--- src/shared/per_pkg.sv ---
`default_nettype none
// Shared constants for the PWM error recovery and output timing block
package per_pkg;
    // Clock and timing figures
    localparam int unsigned CLK_PERIOD_NS = 5;
    localparam int unsigned REL_WAIT_NS = 4000000; // Shortest release wait
    localparam int unsigned REL_WAIT_CYC =
        (REL_WAIT_NS + CLK_PERIOD_NS - 1) / CLK_PERIOD_NS;
    localparam int unsigned ENTRY_FAST_NS = 6000;
    localparam int unsigned ENTRY_FAST_CYC =
        (ENTRY_FAST_NS + CLK_PERIOD_NS - 1) / CLK_PERIOD_NS;
    localparam int unsigned ENTRY_SLOW_NS = 47000;
    localparam int unsigned ENTRY_SLOW_CYC =
        (ENTRY_SLOW_NS + CLK_PERIOD_NS - 1) / CLK_PERIOD_NS;
    localparam logic [2:0] PIN_LOW_CYC = 3'h5; // Pin low qualify count
    localparam int unsigned CNT_W = 20;
    localparam int unsigned NCH = 6;
    // Register offsets
    localparam logic [7:0] ADDR_STATUS = 8'h00;
    localparam logic [7:0] ADDR_CTL0 = 8'h02;
    localparam logic [7:0] ADDR_CTL1 = 8'h03;
    localparam logic [7:0] ADDR_CHREC = 8'h04;
    localparam logic [7:0] ADDR_OFS = 8'h06;
    localparam logic [7:0] ADDR_ICD = 8'h0C;
    localparam logic [7:0] ADDR_SKEW = 8'h12;
    localparam logic [7:0] ADDR_MUTE = 8'h19;
    // Field positions
    localparam int unsigned CTL1_REC_BIT = 0;
    localparam int unsigned CTL1_SLOW_BIT = 1;
    localparam int unsigned CTL0_MASTER_BIT = 3;
    localparam int unsigned CTL0_SPEED_LSB = 6;
    localparam int unsigned CTL0_FMT_LSB = 4;
    // Reset values
    localparam logic [7:0] CTL0_RST = 8'h00;
    localparam logic [7:0] CTL1_RST = 8'h00;
    localparam logic [5:0] CHREC_RST = 6'h3F;
    localparam logic [47:0] OFS_RST = 48'h000000000000;
    localparam logic [47:0] ICD_RST = 48'h504030201000;
    localparam logic [4:0] SKEW_RST = 5'h0B;
    localparam logic [5:0] MUTE_RST = 6'h00;
    localparam logic [4:0] DEV_ID = 5'h15; // Arbitrary value
    // Channel sequencer states
    typedef enum logic [2:0] {
        PER_RUN = 3'b000,
        PER_DROP = 3'b001,
        PER_OFF = 3'b010,
        PER_WAIT = 3'b011,
        PER_WAKE = 3'b100
    } per_chan_state_t;
endpackage : per_pkg
`default_nettype wire

--- src/design/per_chan.sv ---
`default_nettype none
// One output channel: delay lines plus quiet entry and exit sequencer
module per_chan #(
    parameter int unsigned WAIT_CYC = per_pkg::REL_WAIT_CYC,
    parameter int unsigned SLOW_CYC = per_pkg::ENTRY_SLOW_CYC
) (
    input wire logic clk,
    input wire logic rst_n,
    input wire logic pwm_src,
    input wire logic slow_sel,
    input wire logic [7:0] icd,
    input wire logic [4:0] skew,
    input wire logic req,
    output logic pwm_a,
    output logic pwm_b,
    output logic stage_en,
    output logic off
);
    // Whole channel state
    typedef struct packed {
        per_pkg::per_chan_state_t st;
        logic [per_pkg::CNT_W-1:0] cnt; // Entry or release timer
        logic [255:0] icd_sr; // Inter-channel delay taps
        logic [31:0] sk_sr; // Leg skew taps
        logic pwm_a;
        logic pwm_b;
        logic stage_en;
        logic off;
    } per_chan_t;

    per_chan_t s_reg;
    per_chan_t s_next;
    logic leg_p; // Inter-channel delayed pulse
    logic leg_a; // Skewed copy for the A leg

    ////////////////////////////////////////////////////////////////////
    // Next state
    always_comb begin
        s_next = s_reg;
        // Taps are live in every state so a new setting acts at once
        s_next.icd_sr = {s_reg.icd_sr[254:0], pwm_src};
        leg_p = (icd == 8'h00) ? pwm_src : s_reg.icd_sr[icd - 8'h01];
        s_next.sk_sr = {s_reg.sk_sr[30:0], leg_p};
        leg_a = (skew == 5'h00) ? leg_p : s_reg.sk_sr[skew - 5'h01];
        case (s_reg.st)
            per_pkg::PER_RUN: begin
                if (req) begin
                    // Legs drop first, enable follows after the delay
                    s_next.st = per_pkg::PER_DROP;
                    s_next.cnt = slow_sel ?
                        per_pkg::CNT_W'(SLOW_CYC - 1) :
                        per_pkg::CNT_W'(per_pkg::ENTRY_FAST_CYC - 1);
                end
            end
            per_pkg::PER_DROP: begin
                if (s_reg.cnt == '0) begin
                    s_next.st = per_pkg::PER_OFF;
                end else begin
                    s_next.cnt = s_reg.cnt - 1'b1;
                end
            end
            per_pkg::PER_OFF: begin
                // Level request: stay here while it is held
                if (!req) begin
                    s_next.st = per_pkg::PER_WAIT;
                    s_next.cnt = per_pkg::CNT_W'(WAIT_CYC - 1);
                end
            end
            per_pkg::PER_WAIT: begin
                if (req) begin
                    s_next.st = per_pkg::PER_OFF;
                end else if (s_reg.cnt == '0) begin
                    s_next.st = per_pkg::PER_WAKE;
                end else begin
                    s_next.cnt = s_reg.cnt - 1'b1;
                end
            end
            per_pkg::PER_WAKE: begin
                // Enable rises a cycle before the legs switch again
                s_next.st = req ? per_pkg::PER_DROP : per_pkg::PER_RUN;
                s_next.cnt = per_pkg::CNT_W'(per_pkg::ENTRY_FAST_CYC - 1);
            end
            default: begin
                s_next.st = per_pkg::PER_OFF;
            end
        endcase
        // Outputs follow the coming state
        s_next.stage_en = (s_next.st == per_pkg::PER_RUN) ||
                          (s_next.st == per_pkg::PER_DROP) ||
                          (s_next.st == per_pkg::PER_WAKE);
        s_next.pwm_a = (s_next.st == per_pkg::PER_RUN) && leg_a;
        s_next.pwm_b = (s_next.st == per_pkg::PER_RUN) && !leg_p;
        s_next.off = (s_next.st == per_pkg::PER_OFF);
    end

    ////////////////////////////////////////////////////////////////////
    // State register; comes up running with legs low
    always_ff @(posedge clk or negedge rst_n) begin
        if (!rst_n) begin
            s_reg <= '{st: per_pkg::PER_RUN, stage_en: 1'b1, default: '0};
        end else begin
            s_reg <= s_next;
        end
    end

    assign pwm_a = s_reg.pwm_a;
    assign pwm_b = s_reg.pwm_b;
    assign stage_en = s_reg.stage_en;
    assign off = s_reg.off;
endmodule // per_chan
`default_nettype wire

--- src/design/per_top.sv ---
`default_nettype none
module per_top #(
    // Release wait, slow entry delay; shorten both for simulation
    parameter int unsigned WAIT_CYC = per_pkg::REL_WAIT_CYC,
    parameter int unsigned SLOW_CYC = per_pkg::ENTRY_SLOW_CYC
) (
    input wire logic clk,
    input wire logic rst_n,
    input wire logic recovery_request_n,
    input wire logic [7:0] addr,
    input wire logic [7:0] wdata,
    input wire logic wr,
    input wire logic rd,
    output logic [7:0] rdata,
    input wire logic [5:0] pwm_src,
    input wire logic flag_out_a_in,
    input wire logic bclk_src,
    input wire logic wsel_src,
    input wire logic sample_strobe,
    output logic sample_accept,
    output logic [5:0] pwm_a,
    output logic [5:0] pwm_b,
    output logic [5:0] stage_en,
    output logic master_clock_out,
    output logic bclk_o,
    output logic bclk_oe,
    output logic wsel_o,
    output logic wsel_oe,
    output logic flag_out_a,
    output logic [1:0] speed_mode,
    output logic [1:0] serial_format,
    output logic [47:0] dc_offset,
    output logic [5:0] chan_mute,
    output logic recovering
);
    // All register state of the top level
    typedef struct packed {
        logic [1:0] pin_sync; // Pin synchroniser, bit 0 first
        logic [2:0] low_cnt; // Qualified low time of the pin
        logic pin_req; // Pin request after qualification
        logic [7:0] ctl0_pend; // Last written speed and format
        logic [7:0] ctl0_act; // Speed and format in force
        logic [7:0] ctl1; // Recovery bit and delay select
        logic [5:0] chrec; // Per-channel run bits, high = run
        logic [47:0] ofs; // Offset byte per channel
        logic [47:0] icd; // Inter-channel delay per channel
        logic [4:0] skew; // Shared leg skew
        logic [5:0] mute; // Channel mute bits
        logic glob_on; // Global recovery in progress
        logic [7:0] rdata;
        logic mclk; // Divided master clock output
        logic bclk_o;
        logic bclk_oe;
        logic wsel_o;
        logic wsel_oe;
        logic flag;
        logic accept;
    } per_top_t;

    per_top_t s_reg;
    per_top_t s_next;
    logic glob_req; // Combined global request level
    logic [5:0] chan_req; // Request seen by each channel
    logic [5:0] chan_off; // Channel parked with outputs low
    logic [5:0] ch_a;
    logic [5:0] ch_b;
    logic [5:0] ch_en;
    logic all_off;

    ////////////////////////////////////////////////////////////////////
    // Request combining
    // Global request holds every channel; cleared run bit holds one
    assign glob_req = s_reg.pin_req || s_reg.ctl1[per_pkg::CTL1_REC_BIT];
    assign chan_req = {6{glob_req}} | ~s_reg.chrec;
    assign all_off = &chan_off;

    ////////////////////////////////////////////////////////////////////
    // Channel sequencers, one per output
    generate
        for (genvar i = 0; i < 6; i++) begin : g_chan
            per_chan #(
                .WAIT_CYC(WAIT_CYC),
                .SLOW_CYC(SLOW_CYC)
            ) u_chan (
                .clk(clk),
                .rst_n(rst_n),
                .pwm_src(pwm_src[i]),
                .slow_sel(s_reg.ctl1[per_pkg::CTL1_SLOW_BIT]),
                .icd(s_reg.icd[i*8 +: 8]),
                .skew(s_reg.skew),
                .req(chan_req[i]),
                .pwm_a(ch_a[i]),
                .pwm_b(ch_b[i]),
                .stage_en(ch_en[i]),
                .off(chan_off[i])
            );
        end
    endgenerate

    ////////////////////////////////////////////////////////////////////
    // Next state of the top level
    always_comb begin
        s_next = s_reg;
        s_next.rdata = 8'h00;

        // Pin synchroniser; only the second stage is looked at
        s_next.pin_sync = {s_reg.pin_sync[0], recovery_request_n};

        // Pin must stay low six clocks before it counts
        if (s_reg.pin_sync[1]) begin
            s_next.low_cnt = 3'h0;
            s_next.pin_req = 1'b0;
        end else if (s_reg.low_cnt == per_pkg::PIN_LOW_CYC) begin
            s_next.pin_req = 1'b1;
        end else begin
            s_next.low_cnt = s_reg.low_cnt + 3'h1;
        end

        // Global recovery spans request until every channel enable is high
        if (glob_req) begin
            s_next.glob_on = 1'b1;
        end else if (&ch_en && !(|chan_off)) begin
            s_next.glob_on = 1'b0;
        end

        // Entry complete: take pending speed, drop the recovery bit
        if (glob_req && all_off) begin
            s_next.ctl0_act = s_reg.ctl0_pend;
            s_next.ctl1[per_pkg::CTL1_REC_BIT] = 1'b0;
        end

        // Register writes come after the self clear so a set wins
        if (wr) begin
            case (addr)
                per_pkg::ADDR_CTL0: begin
                    s_next.ctl0_pend = wdata;
                    // Any speed or format change forces a recovery
                    if (wdata[7:4] != s_reg.ctl0_pend[7:4]) begin
                        s_next.ctl1[per_pkg::CTL1_REC_BIT] = 1'b1;
                    end
                end
                per_pkg::ADDR_CTL1: begin
                    s_next.ctl1 = wdata;
                    if (wdata[per_pkg::CTL1_REC_BIT] == 1'b0 &&
                        s_reg.ctl1[per_pkg::CTL1_REC_BIT] &&
                        s_reg.ctl0_pend != s_reg.ctl0_act) begin
                        // Pending speed change keeps its request
                        s_next.ctl1[per_pkg::CTL1_REC_BIT] = 1'b1;
                    end
                end
                per_pkg::ADDR_CHREC: begin
                    s_next.chrec = wdata[5:0];
                end
                per_pkg::ADDR_SKEW: begin
                    s_next.skew = wdata[4:0];
                end
                per_pkg::ADDR_MUTE: begin
                    s_next.mute = wdata[5:0];
                end
                default: begin
                    // Offset and delay banks, six bytes each
                    for (int i = 0; i < 6; i++) begin
                        if (addr == per_pkg::ADDR_OFS + 8'(i)) begin
                            s_next.ofs[i*8 +: 8] = wdata;
                        end
                        if (addr == per_pkg::ADDR_ICD + 8'(i)) begin
                            s_next.icd[i*8 +: 8] = wdata;
                        end
                    end
                end
            endcase
        end

        // Register reads answer one cycle later; unmapped reads zero
        if (rd) begin
            case (addr)
                per_pkg::ADDR_STATUS: begin
                    s_next.rdata = {2'b00, per_pkg::DEV_ID, &ch_en};
                end
                per_pkg::ADDR_CTL0: begin
                    s_next.rdata = s_reg.ctl0_pend;
                end
                per_pkg::ADDR_CTL1: begin
                    s_next.rdata = s_reg.ctl1;
                end
                per_pkg::ADDR_CHREC: begin
                    s_next.rdata = {2'b00, s_reg.chrec};
                end
                per_pkg::ADDR_SKEW: begin
                    s_next.rdata = {3'b000, s_reg.skew};
                end
                per_pkg::ADDR_MUTE: begin
                    s_next.rdata = {2'b00, s_reg.mute};
                end
                default: begin
                    for (int i = 0; i < 6; i++) begin
                        if (addr == per_pkg::ADDR_OFS + 8'(i)) begin
                            s_next.rdata = s_reg.ofs[i*8 +: 8];
                        end
                        if (addr == per_pkg::ADDR_ICD + 8'(i)) begin
                            s_next.rdata = s_reg.icd[i*8 +: 8];
                        end
                    end
                end
            endcase
        end

        // Pin states during global recovery
        // Master clock divider parks low so it restarts cleanly
        s_next.mclk = s_next.glob_on ? 1'b0 : !s_reg.mclk;
        // Bit and word clocks drive only in master mode
        s_next.bclk_oe = s_next.ctl0_act[per_pkg::CTL0_MASTER_BIT];
        s_next.wsel_oe = s_next.ctl0_act[per_pkg::CTL0_MASTER_BIT];
        s_next.bclk_o = !s_next.glob_on && bclk_src;
        s_next.wsel_o = !s_next.glob_on && wsel_src;
        // Flag pin forced high for the whole recovery
        s_next.flag = s_next.glob_on || flag_out_a_in;
        // Incoming samples dropped while recovery runs
        s_next.accept = sample_strobe && !s_next.glob_on;
    end

    ////////////////////////////////////////////////////////////////////
    // State register; settings are reset only here, never by recovery
    always_ff @(posedge clk or negedge rst_n) begin
        if (!rst_n) begin
            s_reg <= '{
                pin_sync: 2'b11,
                ctl0_pend: per_pkg::CTL0_RST,
                ctl0_act: per_pkg::CTL0_RST,
                ctl1: per_pkg::CTL1_RST,
                chrec: per_pkg::CHREC_RST,
                ofs: per_pkg::OFS_RST,
                icd: per_pkg::ICD_RST,
                skew: per_pkg::SKEW_RST,
                mute: per_pkg::MUTE_RST,
                default: '0
            };
        end else begin
            s_reg <= s_next;
        end
    end

    ////////////////////////////////////////////////////////////////////
    // Outputs, all straight from flip-flops
    assign rdata = s_reg.rdata;
    assign pwm_a = ch_a;
    assign pwm_b = ch_b;
    assign stage_en = ch_en;
    assign master_clock_out = s_reg.mclk;
    assign bclk_o = s_reg.bclk_o;
    assign bclk_oe = s_reg.bclk_oe;
    assign wsel_o = s_reg.wsel_o;
    assign wsel_oe = s_reg.wsel_oe;
    assign flag_out_a = s_reg.flag;
    assign sample_accept = s_reg.accept;
    // Speed and format only change at recovery entry
    assign speed_mode = s_reg.ctl0_act[per_pkg::CTL0_SPEED_LSB +: 2];
    assign serial_format = s_reg.ctl0_act[per_pkg::CTL0_FMT_LSB +: 2];
    // Offsets go to the modulator, full byte range spans +-1.56 %
    assign dc_offset = s_reg.ofs;
    // Mute survives recovery, so volumes come back muted if asked
    assign chan_mute = s_reg.mute;
    assign recovering = s_reg.glob_on;
endmodule // per_top
`default_nettype wire

--- config.mk ---
export PLATFORM = sky130hd
export DESIGN_NAME = per_top
export DESIGN_NICKNAME = d
export VERILOG_FILES = /design/src/shared/per_pkg.sv /design/src/design/per_chan.sv /design/src/design/per_top.sv
export SDC_FILE = /design/constraint.sdc
export NUM_CORES = 2
export LEC_CHECK = 0
export ABC_AREA = 1
export BUFFER_PORTS_ARGS = -buffer_cell sky130_fd_sc_hd__buf_4
export CORE_MARGIN = 2
export CORE_UTILIZATION = 50
export DETAILED_ROUTE_END_ITERATION = 8
export HOLD_SLACK_MARGIN = 0.06
export PLACE_DENSITY = 0.63
export SYNTH_ARGS = -nofsm -noshare
export SYNTH_HDL_FRONTEND = slang
export SYNTH_SLANG_ARGS = --single-unit
--- constraint.sdc ---
create_clock -name clk -period 5.08 [get_ports clk]
set_clock_uncertainty 0.1 [all_clocks]
set_input_delay 1.016 -clock clk [delete_from_list [all_inputs] [get_ports clk]]
set_output_delay 1.016 -clock clk [all_outputs]
set_load 0.01 [all_outputs]
### Word-level counts from Yosys, hierarchy flattened

Cells that the tools add are included.

* register bits: 2047
* logic and storage cells: 424

* multiplexer cells: 138
* order comparisons: 7
* equality and inequality tests: 81
* $add $sub $neg: 14
* bitwise operators: 4
* reductions and logical operators: 102

Operators by type and width (count)
* $pmux 20 s5: 6
* $mux 23: 12
* $mux 20: 12
* $mux 8: 25
* $logic_not 20->1: 6
* $sub 20x1->20 const B: 6
* $mux 114: 1
* $mux 96: 1
* $pmux 3 s5: 6
* $eq 8x4->1 const B: 8
* $mux 3: 19
* $logic_not 8->1: 7
* $eq 3x2->1 const B: 18
* $lt 8x9->1 const B: 6
* $bmux 1 s8: 6
* $pmux 8 s6: 1
* $sub 8x1->8 const B: 6
* $eq 3x3->1 const B: 13
* $ne 2x2->1 const B: 19
* $mux 1: 37
* $eq 3x1->1 const B: 12
* $logic_not 3->1: 12
* $reduce_and 3->1: 12
* $eq 8x5->1 const B: 4
* other kinds (27): 91

### Logic depth before layout (Yosys ltp)

* depth in word-level cells: 15
* gate-level depth with buffers: 23

### Hierarchy

Synthesis repeated with hierarchy kept, for this count alone.

* cell total of the unflattened synthesis: 8031
* area, all modules: 79456.2 um^2

Modules (own cells, without submodules)
* per_chan (g_chan[2].u_chan ...): cells an instance 1185, times used 3, area an instance 12001.5 um^2
* per_chan (g_chan[0].u_chan): cells an instance 1189, times used 1, area an instance 11975.2 um^2
* per_chan (g_chan[1].u_chan): cells an instance 1189, times used 1, area an instance 11921.4 um^2
* per_chan (g_chan[5].u_chan): cells an instance 1180, times used 1, area an instance 11890.2 um^2
* per_top: cells an instance 918, times used 1, area an instance 7664.9 um^2

### Worst setup path before layout

OpenSTA, ideal clock, no wires.

* path kind: reg2reg
* start point: register s_reg[22] in the netlist's numbering
* end point: register g_chan[2].u_chan.s_reg, in the netlist g_chan[2].u_chan.pwm_a
* cell stages (with the launch flop): 15
* data required time: 4846 ps
* data arrival time: 2785 ps
* slack: 2061 ps
* cells stage by stage: dfstp_2 > clkbuf_1 > inv_2 > buf_2 > buf_1 > ha_1 > clkbuf_1 > inv_2 > buf_2 > clkbuf_1 > nand3_1 > a221oi_1 > o21ai_0 > nand3_1 > a21oi_1

RTL lines
* start: declaration: RTL line per_top.sv:60 `per_top_t s_reg;`
* start signal: assignment: RTL line per_top.sv:226 `s_reg <= '{`
* start signal: assignment: RTL line per_top.sv:239 `s_reg <= s_next;`
* end signal: assignment: RTL line per_chan.sv:102 `s_reg <= s_next;`
* end: declaration: RTL line per_chan.sv:31 `per_chan_t s_reg;`

==> reports/results.tsv <==
metric	value	unit
Final Hold Vio Count	0	
Total Die Area	160000	µm²
minimum clock period	4.45	ns
post-CTS sizing	0	
Req. time, crit path	5.72	ns
Setup violations, final	0	
Switching Share	0.282	
Worst Max-Slew Pin Slew	1.17	ns
Pint	28600	µW
Placed Cells	9669	
CTS clk-pin slew, worst paths	0.06	ns
Crit Path Class	reg2reg	
highest clock rate	225	MHz
Clk network pwr share	0.402	
R2R depth	16	
Max Cap Viol	0	
postcts setup bufs	0	
Filler cells	13300	
Async SR Flop Fraction	1.00	
GRT busiest layer	met1	
Top Ports	123	
Multi-input gate area	23400	µm²
max reg flops	1716	
Gate power share	0.144	
placer congestion estimate	0.889	
clock sink total	2047	
first-pass GRT wire length	309000	µm
crit path launch type	flip-flop	
CTS buffer count	204	
Root Driver	clkbuf_16	
fin cells	10000	
via count	55000	
slew margin rel.	0.222	
number of DRC markers in iteration 0	4942	
Initial DRT Pass Iterations	6	
final setup TNS	0	ns
Max Transition Viols Final	0	
hold_buf cts	0	
Mapped Cells	7852	
part of the power in registers	0.454	
peak supply drop	0.389	mV
antenna viol nets, final	0	
buffer depth of the longest clock path	3	
register-to-register setup slack	0.63	ns
CP Max Fanout	43	
GRT met2 Usage	0.348	
Clock Latency Late Sink	0.83	ns
sequential fraction of the synthesis area	0.653	
fin crit share	0.876	
Port Buf Inserts	122	
CP arrival	5.09	ns
grt met3 use	0.0481	
met1 Usage GRT	0.372	
Placement Setup Slack	0.622	ns
H-tree levels	4	
Net Count, Synth	7910	
R2R Path Start	s_reg[59]$_DFFE_PN0P_	
ys flop type	dfrtp_1	
Total Nets Final	7875	
area grow syn2layout	12.1	%
RSZ-0062 raised after global routing	no	
PnR worst setup slack	0.630	ns
reg-to-reg critical path endpoint	g_chan[4].u_chan.pwm_a$_DFF_PN0_	
PD cells	453	nW/µm²
vias per inst	5.48	
Leakage	0.0425	µW
Rows	145	
flops & latches, synth	2047	
min-delay worst type	in2async	
largest net degree at the start of global routing	165	
Tot GR Track Use	0.241	
Detail Placement HPWL	115000	µm
CP Launch Point	s_reg[59]$_DFFE_PN0P_	
status	finished clean	
drt drc	0	
Post-synth EDFFs	0	
die height	400	µm
average size of a mapped cell	9.99	µm²
initial antenna violation count	5	
Worst Setup End Kind	flip-flop	
Register Area	51300	µm²
Total Wirelength	190000	µm
mapped cell area	78400	µm²
share of layout cells above drive strength 1	0.0881	
starting density of the core	0.503	
Die X	400	µm
sw power	11200	µW
wire per inst	19.0	µm
Distinct cells, synth	65	
number of global-route vias before repair	54400	
TritonCTS clock tree	built	
CORE AREA	156000	µm²
grt ovf	0	
Yosys warning count	0	
Finished Core Util	0.564	
[power by group through the flow]
stage	clock [µW]	sequential (µW)	combinational, µW
after CTS	16300	18100	5760
after floorplan	0	18100	3910
after global routing	17000	18200	6470
after detailed placement	0	18300	5730
after global placement	0	18300	5620
final	16000	18100	5740
[synthesized netlist by cell type, types with 7 or more instances]
cell       instances  area share
nor4_1            22      0.0018
a32oi_1           14      0.0016
o21ai_0         1003       0.064
nand2_4           11      0.0016
a221oi_1          25      0.0028
o21ai_1           30      0.0019
inv_2             29      0.0014
a31oi_1           14      0.0011
o211ai_1         123       0.012
clkbuf_1         188      0.0090
o21a_1            11      0.0011
nand2_1         1034       0.049
inv_1            379       0.018
o22ai_1           17      0.0014
ha_1              27      0.0043
dfstp_2           24      0.0080
xor2_1            40      0.0045
nor2_2             7     0.00056
a22oi_1           36      0.0034
dfrtp_1         2023        0.65
xnor2_1           15      0.0017
o2111ai_1          7     0.00078
buf_1             18     0.00086
buf_4             98      0.0094
nor3_1            58      0.0037
buf_6              8      0.0011
a21oi_1          214       0.014
nand3_1          620       0.040
nand4_1           37      0.0030
or2_2             15      0.0012
buf_2            158       0.010
nor2_1          1451       0.069
and3_1            13      0.0010
[cells by family (layout without fill, tap and decap cells)]
| logic type | after synthesis | count (layout) | synth area share |
|---|---|---|---|
| adder cells (fa/ha/maj) | 27 | 27 | 0.00431 |
| XOR/XNOR | 72 | 72 | 0.0105 |
| other | 0 | 1 | 0 |
| buffers and inverters | 883 | 1014 | 0.0502 |
| AO/OA/AOI/OAI | 1530 | 1530 | 0.107 |
| flip-flops | 2047 | 2047 | 0.653 |
| multiplexers | 2 | 2 | 0.000287 |
| AND/OR/NAND/NOR | 3291 | 3291 | 0.174 |
[worst max path at each step]
stage	end	slack [ns]	cells past startpoint
global route	g_chan[4].u_chan.pwm_a$_DFF_PN0_	0.09	14
CTS	g_chan[4].u_chan.pwm_a$_DFF_PN0_	0.63	14
detailed placement	g_chan[4].u_chan.pwm_b$_DFF_PN0_	0.62	15
global placement	g_chan[4].u_chan.pwm_b$_DFF_PN0_	0.66	17
floorplan	g_chan[2].u_chan.pwm_a$_DFF_PN0_	2.06	14
finish	g_chan[4].u_chan.pwm_a$_DFF_PN0_	0.63	16
[worst max-delay path, cell delays in order (launching register included)]
cell	delay [ns]
dfrtp_4	0.67
clkinv_2	0.51
ha_4	0.74
clkinv_1	0.84
nor2_1	0.29
o21ai_0	0.12
nand2_1	0.09
nand2_1	0.05
nand2_1	0.08
nand2_1	0.05
nand3_1	0.08
nand3_1	0.08
nand3_1	0.07
nand3_1	0.13
nand3_1	0.11
nand2_1	0.13
a21oi_1	0.16
[per-layer routing]
layer,up-vias,part of all wire
met3,285,0.067
li1,25700,-
met5,-,0.000079
met2,1484,0.43
met4,4,0.022
met1,27500,0.48
[final cells by class]
class	instances	share of cell area
tap	2058	0.0293
timing repair buffer	230	0.0220
clock inverter	87	0.0154
clock buffer	285	0.0670
antenna	1	0.0000285
inverter	412	0.0177
sequential	2047	0.583
multi-input combinational	4922	0.266
[stage by stage]
stage	power, µW	hold WS [ns]	area (µm²)
after global routing	41700	0.0907	87900
after floorplan	22000	0.245	78400
after detailed placement	24100	0.254	80700
final	39800	0.0674	87900
after CTS	40100	0.0649	87900
after global placement	23900	0.251	80700
[layout by cell type, fill, tap and decap left out, types with 15 or more instances in the layout]
cell type,instances
clkbuf_16,204
nand2_1,1034
o21ai_1,30
clkinv_2,42
o21ai_0,1003
or2_2,15
nand3_1,620
nor3_1,58
xor2_1,39
dfstp_2,24
inv_2,24
ha_1,22
o211ai_1,123
dfrtp_1,2017
clkbuf_1,33
bufinv_16,27
clkbuf_8,48
nor2_1,1451
a21oi_1,214
inv_1,378
nor4_1,22
o22ai_1,17
a22oi_1,36
nand4_1,37
a221oi_1,25
buf_4,214
buf_12,15
No activity file was read; power rests on OpenSTA's default activity.
